[src/tie_pkg.sv]
// Constants shared by the tail-group instruction executor
package tie_pkg;
   localparam int DATA_W = 8;
   localparam int ADDR_W = 8;
   localparam int PC_W = 12;
   localparam int ROM_W = 15;
   localparam int HIGH_W = ROM_W - DATA_W;
   localparam int OP_W = 4;
   localparam logic [DATA_W-1:0] ACC_RESET = 8'h00;
   localparam logic [HIGH_W-1:0] HIGH_RESET = 7'h00;
   localparam logic [DATA_W-1:0] ZERO_BYTE = 8'h00;
   localparam logic [PC_W-DATA_W-1:0] LAST_PAGE = 4'hf;
   localparam int NIB_LO = 0;
   localparam int NIB_HI = 4;
   localparam int NIB_W = 4;
   localparam int SKIP_CYCLES = 2;

   // Operation codes presented by the decoder upstream
   typedef enum logic [OP_W-1:0] {
      TIE_OP_NONE = 4'h0,
      TIE_OP_SWAP_ACC = 4'h1,
      TIE_OP_SKIP_BYTE_ZERO = 4'h2,
      TIE_OP_MOVE_SKIP_ZERO = 4'h3,
      TIE_OP_SKIP_BIT_ZERO = 4'h4,
      TIE_OP_TABLE_CUR = 4'h5,
      TIE_OP_TABLE_LAST = 4'h6,
      TIE_OP_XOR_ACC = 4'h7,
      TIE_OP_XOR_MEM = 4'h8,
      TIE_OP_XOR_IMM = 4'h9
   } tie_op_e;

   // Execution states, Gray coded along the normal path
   typedef enum logic [1:0] {
      TIE_ST_EXEC = 2'b00,
      TIE_ST_DUMMY = 2'b01,
      TIE_ST_TABLE = 2'b10
   } tie_state_e;
endpackage : tie_pkg

[src/tie_alu.sv]
// Combinational result and test unit for the tail instruction group
`timescale 1ns/1ps
`default_nettype none
module tie_alu (
   // Operands
   input wire logic [tie_pkg::DATA_W-1:0] acc,
   input wire logic [tie_pkg::DATA_W-1:0] mem,
   input wire logic [tie_pkg::DATA_W-1:0] imm,
   input wire logic [2:0] bit_sel,
   // Results
   output logic [tie_pkg::DATA_W-1:0] swapped,
   output logic [tie_pkg::DATA_W-1:0] xor_mem,
   output logic [tie_pkg::DATA_W-1:0] xor_imm,
   output logic byte_zero,
   output logic bit_zero
);
   // Upper nibble goes low, lower nibble goes high
   assign swapped = {mem[tie_pkg::NIB_LO +: tie_pkg::NIB_W], mem[tie_pkg::NIB_HI +: tie_pkg::NIB_W]};
   assign xor_mem = acc ^ mem;
   assign xor_imm = acc ^ imm;
   assign byte_zero = (mem == tie_pkg::ZERO_BYTE);
   assign bit_zero = ~mem[bit_sel];
endmodule : tie_alu
`default_nettype wire

[src/tie_exec.sv]
// Executor for swap, zero-skip, table-read and exclusive-OR instructions
// Overview of operation
// - Swap puts high nibble low, low nibble high
// - Swap leaves the data byte untouched
// - Zero byte skips with dummy cycle, two cycles
// - Move to accumulator, skip when zero
// - Clear selected bit skips with dummy cycle
// - Skip discards prefetched word, inserts dummy cycle
// - Current-page table read fills byte and latch
// - Last-page table read fills byte and latch
// - Memory xor into accumulator sets zero flag
// - Xor into memory keeps accumulator, sets zero
// - Immediate xor into accumulator sets zero flag
`timescale 1ns/1ps
`default_nettype none
module tie_exec (
   // Clock and reset
   input wire logic clk,
   input wire logic rst,
   // Instruction issue from the decoder
   input wire logic issue_valid,
   input wire logic [tie_pkg::OP_W-1:0] issue_op,
   input wire logic [tie_pkg::ADDR_W-1:0] issue_addr,
   input wire logic [2:0] issue_bit,
   input wire logic [tie_pkg::DATA_W-1:0] issue_imm,
   output logic issue_ready,
   // Data memory read port (combinational) and write port
   output logic [tie_pkg::ADDR_W-1:0] mem_addr,
   input wire logic [tie_pkg::DATA_W-1:0] mem_rdata,
   output logic mem_we,
   output logic [tie_pkg::DATA_W-1:0] mem_wdata,
   // Program memory table port, data valid the cycle after the request
   input wire logic [tie_pkg::PC_W-1:0] pc,
   output logic rom_re,
   output logic [tie_pkg::PC_W-1:0] rom_addr,
   input wire logic [tie_pkg::ROM_W-1:0] rom_rdata,
   // Table pointer from the core
   input wire logic [tie_pkg::DATA_W-1:0] table_pointer_reg,
   // Fetch control
   output logic discard_fetch,
   // Core state
   output logic [tie_pkg::DATA_W-1:0] acc,
   output logic [tie_pkg::HIGH_W-1:0] table_high_latch,
   output logic zero_flag,
   output logic zero_flag_we
);
   tie_pkg::tie_state_e state_reg, state_next;
   logic [tie_pkg::DATA_W-1:0] acc_reg, acc_next;
   logic [tie_pkg::HIGH_W-1:0] high_reg, high_next;
   logic [tie_pkg::ADDR_W-1:0] dest_reg;
   logic [tie_pkg::DATA_W-1:0] swapped, xor_mem, xor_imm;
   logic byte_zero, bit_zero;

   wire logic idle = (state_reg == tie_pkg::TIE_ST_EXEC);
   wire logic go = idle && issue_valid;
   wire tie_pkg::tie_op_e op = tie_pkg::tie_op_e'(issue_op);
   wire logic is_table = go && (op == tie_pkg::TIE_OP_TABLE_CUR || op == tie_pkg::TIE_OP_TABLE_LAST);
   wire logic take_skip = go && ((op == tie_pkg::TIE_OP_SKIP_BYTE_ZERO && byte_zero)
      || (op == tie_pkg::TIE_OP_MOVE_SKIP_ZERO && byte_zero)
      || (op == tie_pkg::TIE_OP_SKIP_BIT_ZERO && bit_zero));
   wire logic [tie_pkg::PC_W-tie_pkg::DATA_W-1:0] page_sel =
      (op == tie_pkg::TIE_OP_TABLE_LAST) ? tie_pkg::LAST_PAGE : pc[tie_pkg::PC_W-1:tie_pkg::DATA_W];
   wire logic table_done = (state_reg == tie_pkg::TIE_ST_TABLE);

   tie_alu u_alu (
      .acc(acc_reg),
      .mem(mem_rdata),
      .imm(issue_imm),
      .bit_sel(issue_bit),
      .swapped(swapped),
      .xor_mem(xor_mem),
      .xor_imm(xor_imm),
      .byte_zero(byte_zero),
      .bit_zero(bit_zero)
   );

   assign issue_ready = idle;
   assign mem_addr = table_done ? dest_reg : issue_addr;
   assign rom_re = is_table;
   assign rom_addr = {page_sel, table_pointer_reg};
   assign discard_fetch = take_skip;

   // Memory writes: only xor-into-memory and the second table cycle; swap never writes
   assign mem_we = table_done || (go && op == tie_pkg::TIE_OP_XOR_MEM);
   assign mem_wdata = table_done ? rom_rdata[tie_pkg::DATA_W-1:0] : xor_mem;

   // Only the three xor forms touch a flag, and only zero
   assign zero_flag_we = go && (op == tie_pkg::TIE_OP_XOR_ACC || op == tie_pkg::TIE_OP_XOR_MEM
      || op == tie_pkg::TIE_OP_XOR_IMM);
   assign zero_flag = (op == tie_pkg::TIE_OP_XOR_IMM) ? (xor_imm == tie_pkg::ZERO_BYTE)
      : (xor_mem == tie_pkg::ZERO_BYTE);

   always_comb begin
      acc_next = acc_reg;
      if (go) begin
         unique case (op)
            tie_pkg::TIE_OP_SWAP_ACC: acc_next = swapped;
            tie_pkg::TIE_OP_MOVE_SKIP_ZERO: acc_next = mem_rdata;
            tie_pkg::TIE_OP_XOR_ACC: acc_next = xor_mem;
            tie_pkg::TIE_OP_XOR_IMM: acc_next = xor_imm;
            default: acc_next = acc_reg;
         endcase
      end
   end

   assign high_next = table_done ? rom_rdata[tie_pkg::ROM_W-1:tie_pkg::DATA_W] : high_reg;

   always_comb begin
      state_next = state_reg;
      unique case (state_reg)
         tie_pkg::TIE_ST_EXEC: begin
            if (take_skip) begin
               state_next = tie_pkg::TIE_ST_DUMMY;
            end else if (is_table) begin
               state_next = tie_pkg::TIE_ST_TABLE;
            end
         end
         tie_pkg::TIE_ST_DUMMY: state_next = tie_pkg::TIE_ST_EXEC;
         tie_pkg::TIE_ST_TABLE: state_next = tie_pkg::TIE_ST_EXEC;
         default: state_next = tie_pkg::TIE_ST_EXEC;
      endcase
   end

   always_ff @(posedge clk) begin
      if (rst) begin
         state_reg <= tie_pkg::TIE_ST_EXEC;
         acc_reg <= tie_pkg::ACC_RESET;
         high_reg <= tie_pkg::HIGH_RESET;
         dest_reg <= '0;
      end else begin
         state_reg <= state_next;
         acc_reg <= acc_next;
         high_reg <= high_next;
         if (is_table) begin
            dest_reg <= issue_addr;
         end
      end
   end

   assign acc = acc_reg;
   assign table_high_latch = high_reg;
endmodule : tie_exec
`default_nettype wire

[config.mk]
export PLATFORM = sky130hd
export DESIGN_NAME = tie_exec
export DESIGN_NICKNAME = d
export VERILOG_FILES = /design/src/tie_pkg.sv /design/src/tie_alu.sv /design/src/tie_exec.sv
export SDC_FILE = /design/constraint.sdc
export NUM_CORES = 1
export LEC_CHECK = 0
export BUFFER_PORTS_ARGS = -buffer_cell sky130_fd_sc_hd__buf_2
export CAP_MARGIN = 10
export CORE_ASPECT_RATIO = 2
export CORE_MARGIN = 5
export CORE_UTILIZATION = 44
export CTS_CLUSTER_SIZE = 8
export DETAILED_ROUTE_END_ITERATION = 8
export PLACE_DENSITY = 0.88
export SLEW_MARGIN = 20
export SYNTH_ARGS = -nofsm -noshare
export SYNTH_HDL_FRONTEND = slang
export SYNTH_HIERARCHICAL = 1
export SYNTH_SLANG_ARGS = --single-unit
[constraint.sdc]
create_clock -name clk -period 1.7 [get_ports clk]
set_clock_uncertainty 0.2 [all_clocks]
set_input_delay 0.255 -clock clk [delete_from_list [all_inputs] [get_ports clk]]
set_output_delay 0.255 -clock clk [all_outputs]
set_load 0.1 [all_outputs]
# Word-level counts from Yosys, hierarchy flattened
# Cells that the tools add are included.
# W data, S select, Z words.
dict set report word_totals {
  register_bits 25
  input_bits 69
  out_inout_bits 49
  elab_cells 52
}
dict set report op_classes {
  magnitude_cmp 1
  eq_ne 10
  n_mux 9
  n_bitwise 4
  reduce_logical 23
}
# op n
set ops {}
lappend ops {{$pmux W8 S4} 1}
lappend ops {{$logic_not A8 Y1} 3}
lappend ops {{$eq A4 B3 Y1 const B} 4}
lappend ops {{$mux W8} 2}
lappend ops {{$xor A8 B8 Y8} 2}
lappend ops {{$eq A4 B2 Y1 const B} 2}
lappend ops {{$eq A4 B4 Y1 const B} 2}
lappend ops {{$logic_and A1 B1 Y1} 8}
lappend ops {{$logic_or A1 B1 Y1} 6}
lappend ops {{$eq A4 B1 Y1 const B} 1}
lappend ops {{$lt A3 B4 Y1 const B} 1}
lappend ops {{$mux W1} 4}
lappend ops {{$mux W4} 1}
lappend ops {{$reduce_bool A4 Y1} 1}
lappend ops {{$bmux W1 S3} 1}
lappend ops {{$reduce_or A3 Y1} 1}
lappend ops {{$eq A2 B2 Y1 const B} 1}
lappend ops {{$logic_not A2 Y1} 1}
lappend ops {{$not A1 Y1} 2}
lappend ops {{$reduce_and A2 Y1} 1}
lappend ops {{$reduce_bool A2 Y1} 1}
lappend ops {{$reduce_or A2 Y1} 1}

# Longest topological paths before layout
# Gate-level depths: netlist of run 1.
dict set report logic_depth {
  depth_word 7
  mapped_depth 6
  depth_no_buf 5
}

# Modules after synthesis
# The synthesis of run 1 kept the hierarchy.
# mod n_inst cells_per_inst area_per_inst_um2 seq_area_each_um2
set by_module_without_submodules {}
lappend by_module_without_submodules {tie_exec 1 228 1705.4 500.5}
lappend by_module_without_submodules {tie_alu 1 30 281.5 0.0}

# Worst setup path after synthesis of run 1
# No wires, ideal clock.
dict set report synth_path {
  kind {reg-to-reg}
  from {register state_reg[0]}
  to {register state_reg[0]}
  setup_ns 0.071
  arrival_ns 4.477
  required_time_ns 1.429
  slack_ns -3.049
  path_stages_with_launch 5
  path_buffers 0
  period_less_slack_ns 4.749
  path_cell_list {dfxtp_1 > nor2_1 > nand2_1 > a211oi_1 > and2_1}
}
dict set report synth_between {
  elab_chain_len 4
  word_cells_on_any_way 8
  classes_between {mux: 1; bitwise: 1; reduce/logical: 6}
}
# element line_no
set synth_lines {}
lappend synth_lines {{from (decl)} tie_exec.sv:47} ;# tie_pkg::tie_state_e state_reg, state_next;
lappend synth_lines {{from (signal assigned)} tie_exec.sv:126} ;# state_reg <= tie_pkg::TIE_ST_EXEC;
lappend synth_lines {{from (signal assigned)} tie_exec.sv:131} ;# state_reg <= state_next;
lappend synth_lines {{$logic_not A2 Y1 (*)} tie_exec.sv:54} ;# wire logic idle = (state_reg == tie_pkg::TIE_ST_EXEC);
lappend synth_lines {{via issue_ready} tie_exec.sv:26} ;# output logic issue_ready,
lappend synth_lines {{$logic_and A1 B1 Y1 (*)} tie_exec.sv:55} ;# wire logic go = idle && issue_valid;
lappend synth_lines {{$logic_and A1 B1 Y1 (*)} tie_exec.sv:58} ;# wire logic take_skip = go && ((op == tie_pkg::TIE_OP_SKIP_BYTE_ZERO && byte_zero)
lappend synth_lines {{via discard_fetch} tie_exec.sv:40} ;# output logic discard_fetch,
lappend synth_lines {{$mux W1 / $reduce_bool A2 Y1 (equally long branches)} --}
# Mark *: on every way through the listed nets, which the timed path passes. The rest lies on a longest branch.
# A chain may end at the register's enable or synchronous reset.

# Worst setup path in the final report of run 1
dict set report layout_path {
  from {input port mem_rdata[4] in the netlist's numbering}
  to {output port discard_fetch}
}
dict set report layout_between {
  elab_chain_len 6
  word_cells_on_any_way 10
  classes_between {mux: 2; bitwise: 1; reduce/logical: 7}
}
# element line_no
set layout_lines {}
lappend layout_lines {{from (decl)} tie_exec.sv:29} ;# input wire logic [tie_pkg::DATA_W-1:0] mem_rdata,
lappend layout_lines {{$bmux W1 S3} tie_alu.sv:22} ;# assign bit_zero = ~mem[bit_sel];
lappend layout_lines {{$mux W1 (not written as such)} tie_alu.sv:22}
lappend layout_lines {{$not A1 Y1} tie_alu.sv:22}
lappend layout_lines {{via bit_zero} tie_exec.sv:52} ;# logic byte_zero, bit_zero;
lappend layout_lines {{$logic_and A1 B1 Y1} tie_exec.sv:60} ;# || (op == tie_pkg::TIE_OP_SKIP_BIT_ZERO && bit_zero));
lappend layout_lines {{$logic_or A1 B1 Y1} tie_exec.sv:60}
lappend layout_lines {{$logic_and A1 B1 Y1} tie_exec.sv:58}
lappend layout_lines {{to (decl)} tie_exec.sv:40}
# The timed path passes the listed nets, and every way through them passes these cells. The select of a mux whose other input is x is not followed.

==> impl_metrics.toml, run 1 <==
[yosys]
yosysWarnings = 6
ys.flop_type = "dfxtp_1"
syn-num-nets = 327
synth_top_family_by_area = "simple AND/OR/NAND/NOR gates"
synth_edf_count = 0
ys_ff_latch = 25
yosysTopAreaCell = "dfxtp_1"
muxShareOfSynthArea_pct = 11.2
ys_types = 35
ys_seq_area_share_pct = 25.2
netlist_instances = 258
synth-simple-area-share_pct = 27.5
syn-mean-instance-area_um2 = 7.70
synth_common_cells = "71 x nand2_1, 25 x dfxtp_1, 20 x buf_4, 17 x mux2i_1, 17 x xor2_1"
synth_compound_area_share_pct = 15.9
synth_area_um2 = 1990
synthMostInstantiatedCell = "nand2_1"
synthAdderAreaFrac_pct = 0
synth_xor_area_share_pct = 8.31
synth_async_sr_flop_share_pct = 0
synthTopCellsByArea = "dfxtp_1 25%, nand2_1 13%, mux2i_1 8.6%"
synth_top_cell_area_share_pct = 25.2

[cells_and_area]
nets = 455
area_delta_synth_final_pct = 110
drive_above_1_share_pct = 70.1
finalInstanceArea_um2 = 4180
antenna_cells = 0

[sta]
drv_slew = 0
worst_slew_pin_slew_ns = 0.507
tns_ns = -7.18
finalSetupViolCount = 39
hold_viol = 0
fin_ws_ns = -0.647
clock.fmax_mhz = 426
relSlewSlack_pct = 66.4
hold_slack_ns = 0.00449
grt_setup_unrepaired = "yes"
min_period_ns = 2.35
post-route-period-util_pct = 138

[critical_path]
critPathLaunch = "mem_rdata[4]"
cp_num_buf_inv = 2
cpPeakStageDelay_ns = 0.50
crit_slowest_cell = "mux4_2"
cp-end-kind = "primary output"
cp.arrival_ns = 1.89
rr_startpoint = "state_reg[1]"
crit_path_start_kind = "input port"
worstSetupPathType = "input port to primary output"
required_ns = 1.24
crit_family = "multiplexers"
worstPathMaxFanout = 4
crit_path_cell_trace = "buf_2 > mux4_2 > mux2i_2 > nand4bb_1 > a211oi_4 > buf_12"

[detailed_routing]
highest_layer = "met4"
antenna_left = 0
drt_iter0_drc = 282
via_per_inst = 6.51
firstDrtPassIters = 8
drc = 0
wl_per_cell_um = 28.5
drt-met1-wl_um = 3720
vias = 2856
drt_wl_total_um = 12500
met2_length_um = 6360
wl_met3_um = 1030

[pwr]
p_clk_share_pct = 16.4
p_total_mw = 2.46
vdd_drop_max_v = 0.000656
p_per_area_nw_per_um2 = 588
p_int_mw = 1.30
p_leak_nw = 1.90
p_sw_share_pct = 47.0
p_switching_mw = 1.15
seqPwrFrac_pct = 25.6
comb_power_share_pct = 58.0

[clocking]
clock_path_buffers = 2
cts_root_buffer = "clkbuf_8"
clock-sinks = 25
cts_buffers = 3
clkTransAtPathRegs_ns = 0.09
htree_levels = 1
clock_insertion_delay_worst_skew_ns = 0.28
cts_tree = "yes"

[global_routing]
grt_pass1_vias = 2847
grt_start_max_net_pins = 17
overflow = 0
grt_first_pass_wirelength_um = 15400
grt_antenna_before_repair = 0
globalRouteTotalUtil_pct = 33.4

[run_status]
outcome = "finished, violations left"
violations = "negative setup slack"

[floorplan]
ios = 118
die_w_um = 57.5
start_util_pct = 45.3
rows = 34
fp.dieH_um = 105
die_area_um2 = 6040
coreArea_um2 = 4380

[placed_design]
dpl.hpwl_um = 5930
place_area_um2 = 3320
port_buffers = 93
gp_congestion = 1.08

[hold_path]
min_path_type = "input port to register"
worstHoldStart = "rom_rdata[11]"

[run]
max-cap-violations = 0
-- cells in the final DEF (no fill, tap or decap), types with 4 or more instances in the layout --
| master | count |
|---|---|
| buf_2 | 60 |
| buf_4 | 49 |
| buf_12 | 33 |
| nand2_4 | 28 |
| nand2_1 | 22 |
| nand2_8 | 17 |
| mux2i_1 | 15 |
| dfxtp_1 | 15 |
| xor2_1 | 10 |
| dfxtp_4 | 10 |
| nor2_1 | 9 |
| buf_6 | 8 |
| o2bb2ai_1 | 7 |
| a31oi_1 | 7 |
| o21ai_2 | 7 |
| o221a_2 | 7 |
| a21oi_1 | 7 |
| xor2_2 | 6 |
| and2b_1 | 5 |
| nand2_2 | 4 |
| or2_4 | 4 |
-- tightest hold or removal path, stage by stage --
cell	delay, ns
buf_2	0.09
nand2_1	0.04
a21oi_1	0.05
-- power groups by stage --
stage	clock network (mW)	logic (mW)	registers, mW
CTS	0.364	1.27	0.619
detailed placement	0	1.16	0.632
global route	0.428	1.45	0.629
floorplan	0	0.726	0.729
finish	0.403	1.42	0.628
global placement	0	1.14	0.630
-- repair_timing --
action | in CTS | in global routing
endpoints found under the setup margin | 25 | 41
setup buffers | 12 | 6
cloned | 3 | 1
hold endpoints to repair | 2 | 0
pin swaps | 35 | 22
resized for setup | 95 | 58
hold buffers | 1 | 0
-- area by class of cell --
cell class / count / area, um^2
multi-input cells: 198 / 2000
repair buffers: 156 / 1520
flip-flops and latches: 25 / 538
fillers: 107 / 203
well taps: 54 / 67.6
clock buffers: 4 / 45.0
inverters: 2 / 11.3
-- per-stage QoR --
step                std cells  setup slack (ns)  util (%)
finish                    439            -0.647      95.4
global route              439            -0.681      95.4
CTS                       435            -0.516      88.7
detailed placement        415            -0.643      75.8
global placement          415            -0.548      75.8
floorplan                 258            -0.737         -
-- logic make-up (layout without fill, tap and decap cells) --
family	Yosys count	in the layout
buffers and inverters	35	162
flip-flops	25	25
AO/OA/AOI/OAI	44	44
XOR/XNOR	18	18
multiplexers	19	19
AND/OR/NAND/NOR	117	117
-- final timing paths --
check        slack, ns  cells after the start                  end
min              0.004                      3  table_high_latch[3]
max              -0.65                      6        discard_fetch
min reg2reg       0.28                      2  table_high_latch[5]
max reg2reg      -0.20                      7               acc[7]
-- layer usage --
metal  vias to the layer above  track usage [%]
li1                       1129                -
met3                       114             3.58
met4                         0             21.7
met1                      1332             32.7
met2                       281             62.5
met5                         -                0
No activity file was read; power rests on OpenSTA's default activity.
==> run 2: changes to the inputs <==
CORE_UTILIZATION = 45   (was 44)
CTS_BUF_LIST = sky130_fd_sc_hd__clkbuf_2   (was default)
PLACE_DENSITY = 0.9   (was 0.88)
SKIP_CTS_REPAIR_TIMING = 1   (was default)
==> impl_metrics.toml, run 2 (synthesis gave the netlist of run 1 again) <==
[cells_and_area]
layout_common_cells = "51 x buf_2, 49 x buf_4, 31 x buf_12, 30 x nand2_4, 24 x nand2_1"
drive_above_1_share_pct = 65.5
finalInstanceArea_um2 = 4130
final_common_cell = "buf_2"
utilization_pct = 95.1
area_delta_synth_final_pct = 108
final_cells = 449
nets = 464

[run_status]
violations = "negative setup slack"
outcome = "finished, violations left"

[floorplan]
coreArea_um2 = 4340
die_w_um = 57.0
rows = 34
die_area_um2 = 5920
start_util_pct = 45.8
fp.dieH_um = 104
ios = 118

[clocking]
cts_root_buffer = "clkbuf_2"
htree_levels = 1
cts_tree = "yes"
cts_buffers = 3
clock-sinks = 25
clkTransAtPathRegs_ns = 0.28
clock_insertion_delay_worst_skew_ns = 0.41
clock_path_buffers = 2

[detailed_routing]
drt_iter0_drc = 201
drt_wl_total_um = 11600
vias = 2779
via_per_inst = 6.19
firstDrtPassIters = 5
drc = 0
antenna_left = 0
wl_per_cell_um = 25.9

[sta]
hold_slack_ns = 0.0217
drv_slew = 0
clock.fmax_mhz = 407
grt_setup_unrepaired = "yes"
post-route-period-util_pct = 145
tns_ns = -10.55
relSlewSlack_pct = 49.2
fin_ws_ns = -0.758
hold_viol = 0
min_period_ns = 2.46
worst_slew_pin_slew_ns = 0.761
finalSetupViolCount = 44

[critical_path]
cp-end-kind = "primary output"
required_ns = 1.24
cp.arrival_ns = 2.00
worstPathMaxFanout = 4
worstSetupPathType = "register to primary output"
crit_path_start_kind = "register"

[hold_path]
min_path_type = "input port to register"

[global_routing]
grt_pass1_vias = 2393
overflow = 0
grt_antenna_before_repair = 1
grt_start_max_net_pins = 24
grt_first_pass_wirelength_um = 10700
globalRouteTotalUtil_pct = 22.1

[pwr]
p_leak_nw = 1.92
p_sw_share_pct = 48.1
p_int_mw = 1.19
p_switching_mw = 1.10
comb_power_share_pct = 60.9
vdd_drop_max_v = 0.000522
p_total_mw = 2.29
p_per_area_nw_per_um2 = 555
p_clk_share_pct = 11.6
seqPwrFrac_pct = 27.5

[placed_design]
dpl.hpwl_um = 5690
place_area_um2 = 3320
pre_cts_ws_ns = -0.604
gp_congestion = 1.07
dp.cells = 416
port_buffers = 93

[run]
max-cap-violations = 0
==> run 2: cell types whose count changed in the layout (fill, tap and decap cells not counted), moves of 3 or more <==
cell / before / now
buf_2: 60 / 51
clkbuf_2: 0 / 3
clkbuf_4: 1 / 9
clkbuf_8: 3 / 0
dlygate4sd3_1: 1 / 15
nand2_8: 17 / 12
xor2_2: 6 / 9
==> run 2: cell type report <==
| type | count | area [um^2] |
|---|---|---|
| tap | 54 | 67.6 |
| clock buffer | 3 | 15.0 |
| inverter | 2 | 11.3 |
| antenna | 1 | 2.50 |
| fill | 115 | 213 |
| clock inverter | 1 | 5.00 |
| sequential | 25 | 538 |
| timing repair buffer | 165 | 1600 |
| multi-input combinational | 198 | 1890 |
==> run 2: layer usage <==
metal  vias up  track usage [%]  wire, um
li1       1138                -         -
met1      1358             21.9      3680
met2       214             42.3      6330
met3        69             3.11       747
met4         0             10.9       880
met5         -                0         0
==> run 2: path summary, 6_finish.rpt <==
kind	from	end	cells past startpoint	slack, ns
worst max-delay path	acc[1]	zero_flag	6	-0.76
worst min-delay path	rst	acc[4]	3	0.02
worst max register to register	state_reg[1]	acc[5]	6	-0.19
worst min register to register	table_high_latch[5]	table_high_latch[5]	2	0.30
==> run 2: power by group through the flow <==
stage | Sequential, mW | Clock, mW | Combinational, mW
floorplan | 0.729 | 0 | 0.726
global placement | 0.632 | 0 | 1.14
detailed placement | 0.633 | 0 | 1.16
CTS | 0.622 | 0.262 | 1.16
global route | 0.632 | 0.274 | 1.43
finish | 0.630 | 0.265 | 1.40
==> run 2: critical path, cell delays in order, from the launching register on <==
cell	delay [ns]
dfxtp_4	0.42
xor2_1	0.17
nor4_1	0.37
buf_4	0.22
nand2_4	0.06
o21ai_4	0.19
buf_12	0.20
==> run 3: changes to the inputs <==
CELL_PAD_IN_SITES_DETAIL_PLACEMENT = 1   (was default)
CELL_PAD_IN_SITES_GLOBAL_PLACEMENT = 2   (was default)
CORE_UTILIZATION = 23   (was 45)
PLACE_DENSITY = 0.89   (was 0.9)
SKIP_LAST_GASP = 1   (was default)
==> impl_metrics.toml, run 3 (synthesis gave the netlist of run 1 again) <==
[critical_path]
rr_startpoint = "state_reg[0]"
worstReg2RegEnd = "acc[0]"
cp_num_buf_inv = 2
cp_num_cells = 6
critPathLaunch = "acc[2]"
crit_path_cell_trace = "xor2_2 > nor4_2 > buf_4 > nand2_2 > o21ai_4 > buf_12"
crit_family = "flip-flops"
required_ns = 1.24
cp-end-kind = "primary output"
crit_slowest_cell = "dfxtp_4"
worstSetupPathType = "register to primary output"
r2r_setup_slack_ns = -0.15
cp-endpoint = "zero_flag"
cp.arrival_ns = 1.82
cpPeakStageDelay_ns = 0.43
r2r_cells = 7
crit_path_start_kind = "register"
worstPathMaxFanout = 4

[cells_and_area]
layout_common_cells = "45 x buf_4, 43 x buf_2, 30 x buf_12, 28 x nand2_1"
nets = 466
final_cells = 497
area_delta_synth_final_pct = 110
final_common_cell = "buf_4"
fillers = 954
drive_above_1_share_pct = 62.9

[run_status]
violations = "negative setup slack"
outcome = "finished, violations left"

[floorplan]
die_area_um2 = 10700
coreArea_um2 = 8530
fp.dieH_um = 141
rows = 48
die_w_um = 75.7
start_util_pct = 23.3
ios = 118

[clocking]
cts_tree = "yes"
clock-sinks = 25
htree_levels = 1
clock_path_buffers = 2
cts_buffers = 3
clkTransAtPathRegs_ns = 0.27
cts_root_buffer = "clkbuf_2"
clock_insertion_delay_worst_skew_ns = 0.38

[placed_design]
gp_congestion = 0.948
dpl.hpwl_um = 6710
port_buffers = 93
dp.cells = 464

[sta]
hold_slack_ns = 0.114
worst_slew_pin_slew_ns = 0.608
min_period_ns = 2.27
clock.fmax_mhz = 440
relSlewSlack_pct = 59.4
drv_slew = 0
post-route-period-util_pct = 134
grt_setup_unrepaired = "yes"
hold_viol = 0
finalSetupViolCount = 30
tns_ns = -9.01
fin_ws_ns = -0.571

[global_routing]
grt_pass1_vias = 2453
grt_antenna_before_repair = 1
globalRouteTotalUtil_pct = 14.9
overflow = 0
grt_start_max_net_pins = 24
grt_first_pass_wirelength_um = 12100

[pwr]
p_switching_mw = 1.02
p_per_area_nw_per_um2 = 529
comb_power_share_pct = 59.9
p_int_mw = 1.19
p_leak_nw = 1.90
seqPwrFrac_pct = 28.3
vdd_drop_max_v = 0.000226
p_sw_share_pct = 46.2
p_clk_share_pct = 11.8

[detailed_routing]
drt_iter0_drc = 60
antenna_left = 0
via_per_inst = 4.90
drc = 0
drt_wl_total_um = 9000
wl_per_cell_um = 18.1
vias = 2435
firstDrtPassIters = 4

[hold_path]
min_path_type = "input port to register"

[run]
max-cap-violations = 0
==> run 3: cell types whose count changed in the layout (fill, tap and decap cells not counted), sizes merged <==
cell / change
clkbuf: +7
dlygate4sd3: +1
buf: -6
==> run 3: worst register-to-register path: stages (launching register included) <==
cell	delay, ns
dfxtp_4	0.44
buf_6	0.12
nor3b_4	0.25
buf_4	0.15
and3_4	0.20
buf_12	0.12
o21ai_0	0.08
o221a_2	0.22
==> run 3: cell type report <==
cell class	instances	area (um^2)	area share [%]
Clock inverter	1	5.00	0.120
Sequential cell	25	538	12.9
Clock buffer	3	15.0	0.360
Tap cell	100	125	3.00
Timing Repair Buffer	167	1710	41.0
Multi-Input combinational cell	198	1770	42.3
Antenna cell	1	2.50	0.0599
Inverter	2	11.3	0.270
==> run 3: power groups by stage <==
stage / clock [mW] / sequential (mW) / combinational [mW]
floorplan: 0 / 0.729 / 0.726
global placement: 0 / 0.633 / 1.17
detailed placement: 0 / 0.634 / 1.19
CTS: 0.272 / 0.623 / 1.19
global route: 0.297 / 0.629 / 1.38
finish: 0.262 / 0.626 / 1.32
==> run 3: layer usage <==
metal	global-route usage [%]	share of wire (%)	vias to the layer above
met5	0	0	-
met4	7.65	3.5	0
met3	1.21	3.2	19
met2	28.4	59	71
met1	15.0	34	1201
li1	-	-	1144
==> run 3: metrics by stage <==
| step | power (mW) | area [um^2] | setup WS (ns) | util (%) |
|---|---|---|---|---|
| after floorplan | 1.45 | 2270 | -0.737 | - |
| after global placement | 1.80 | 3420 | -0.545 | 40.1 |
| after detailed placement | 1.82 | 3420 | -0.602 | 40.1 |
| after CTS | 2.08 | 3440 | -0.737 | 40.3 |
| after global routing | 2.31 | 4180 | -0.676 | 49.0 |
| final | 2.21 | 4180 | -0.571 | 49.0 |
==> run 3: worst min path at each step <==
stage                                    from                  end  slack (ns)  cells after the start
after floorplan                 rom_rdata[12]  table_high_latch[4]        0.19                      2
after CTS                        rom_rdata[9]  table_high_latch[1]       -0.15                      3
after global routing              issue_valid         state_reg[0]        0.08                      4
after detailed placement  table_high_latch[2]  table_high_latch[2]        0.25                      2
final                             issue_valid         state_reg[0]        0.11                      4
after global placement    table_high_latch[2]  table_high_latch[2]        0.24                      2
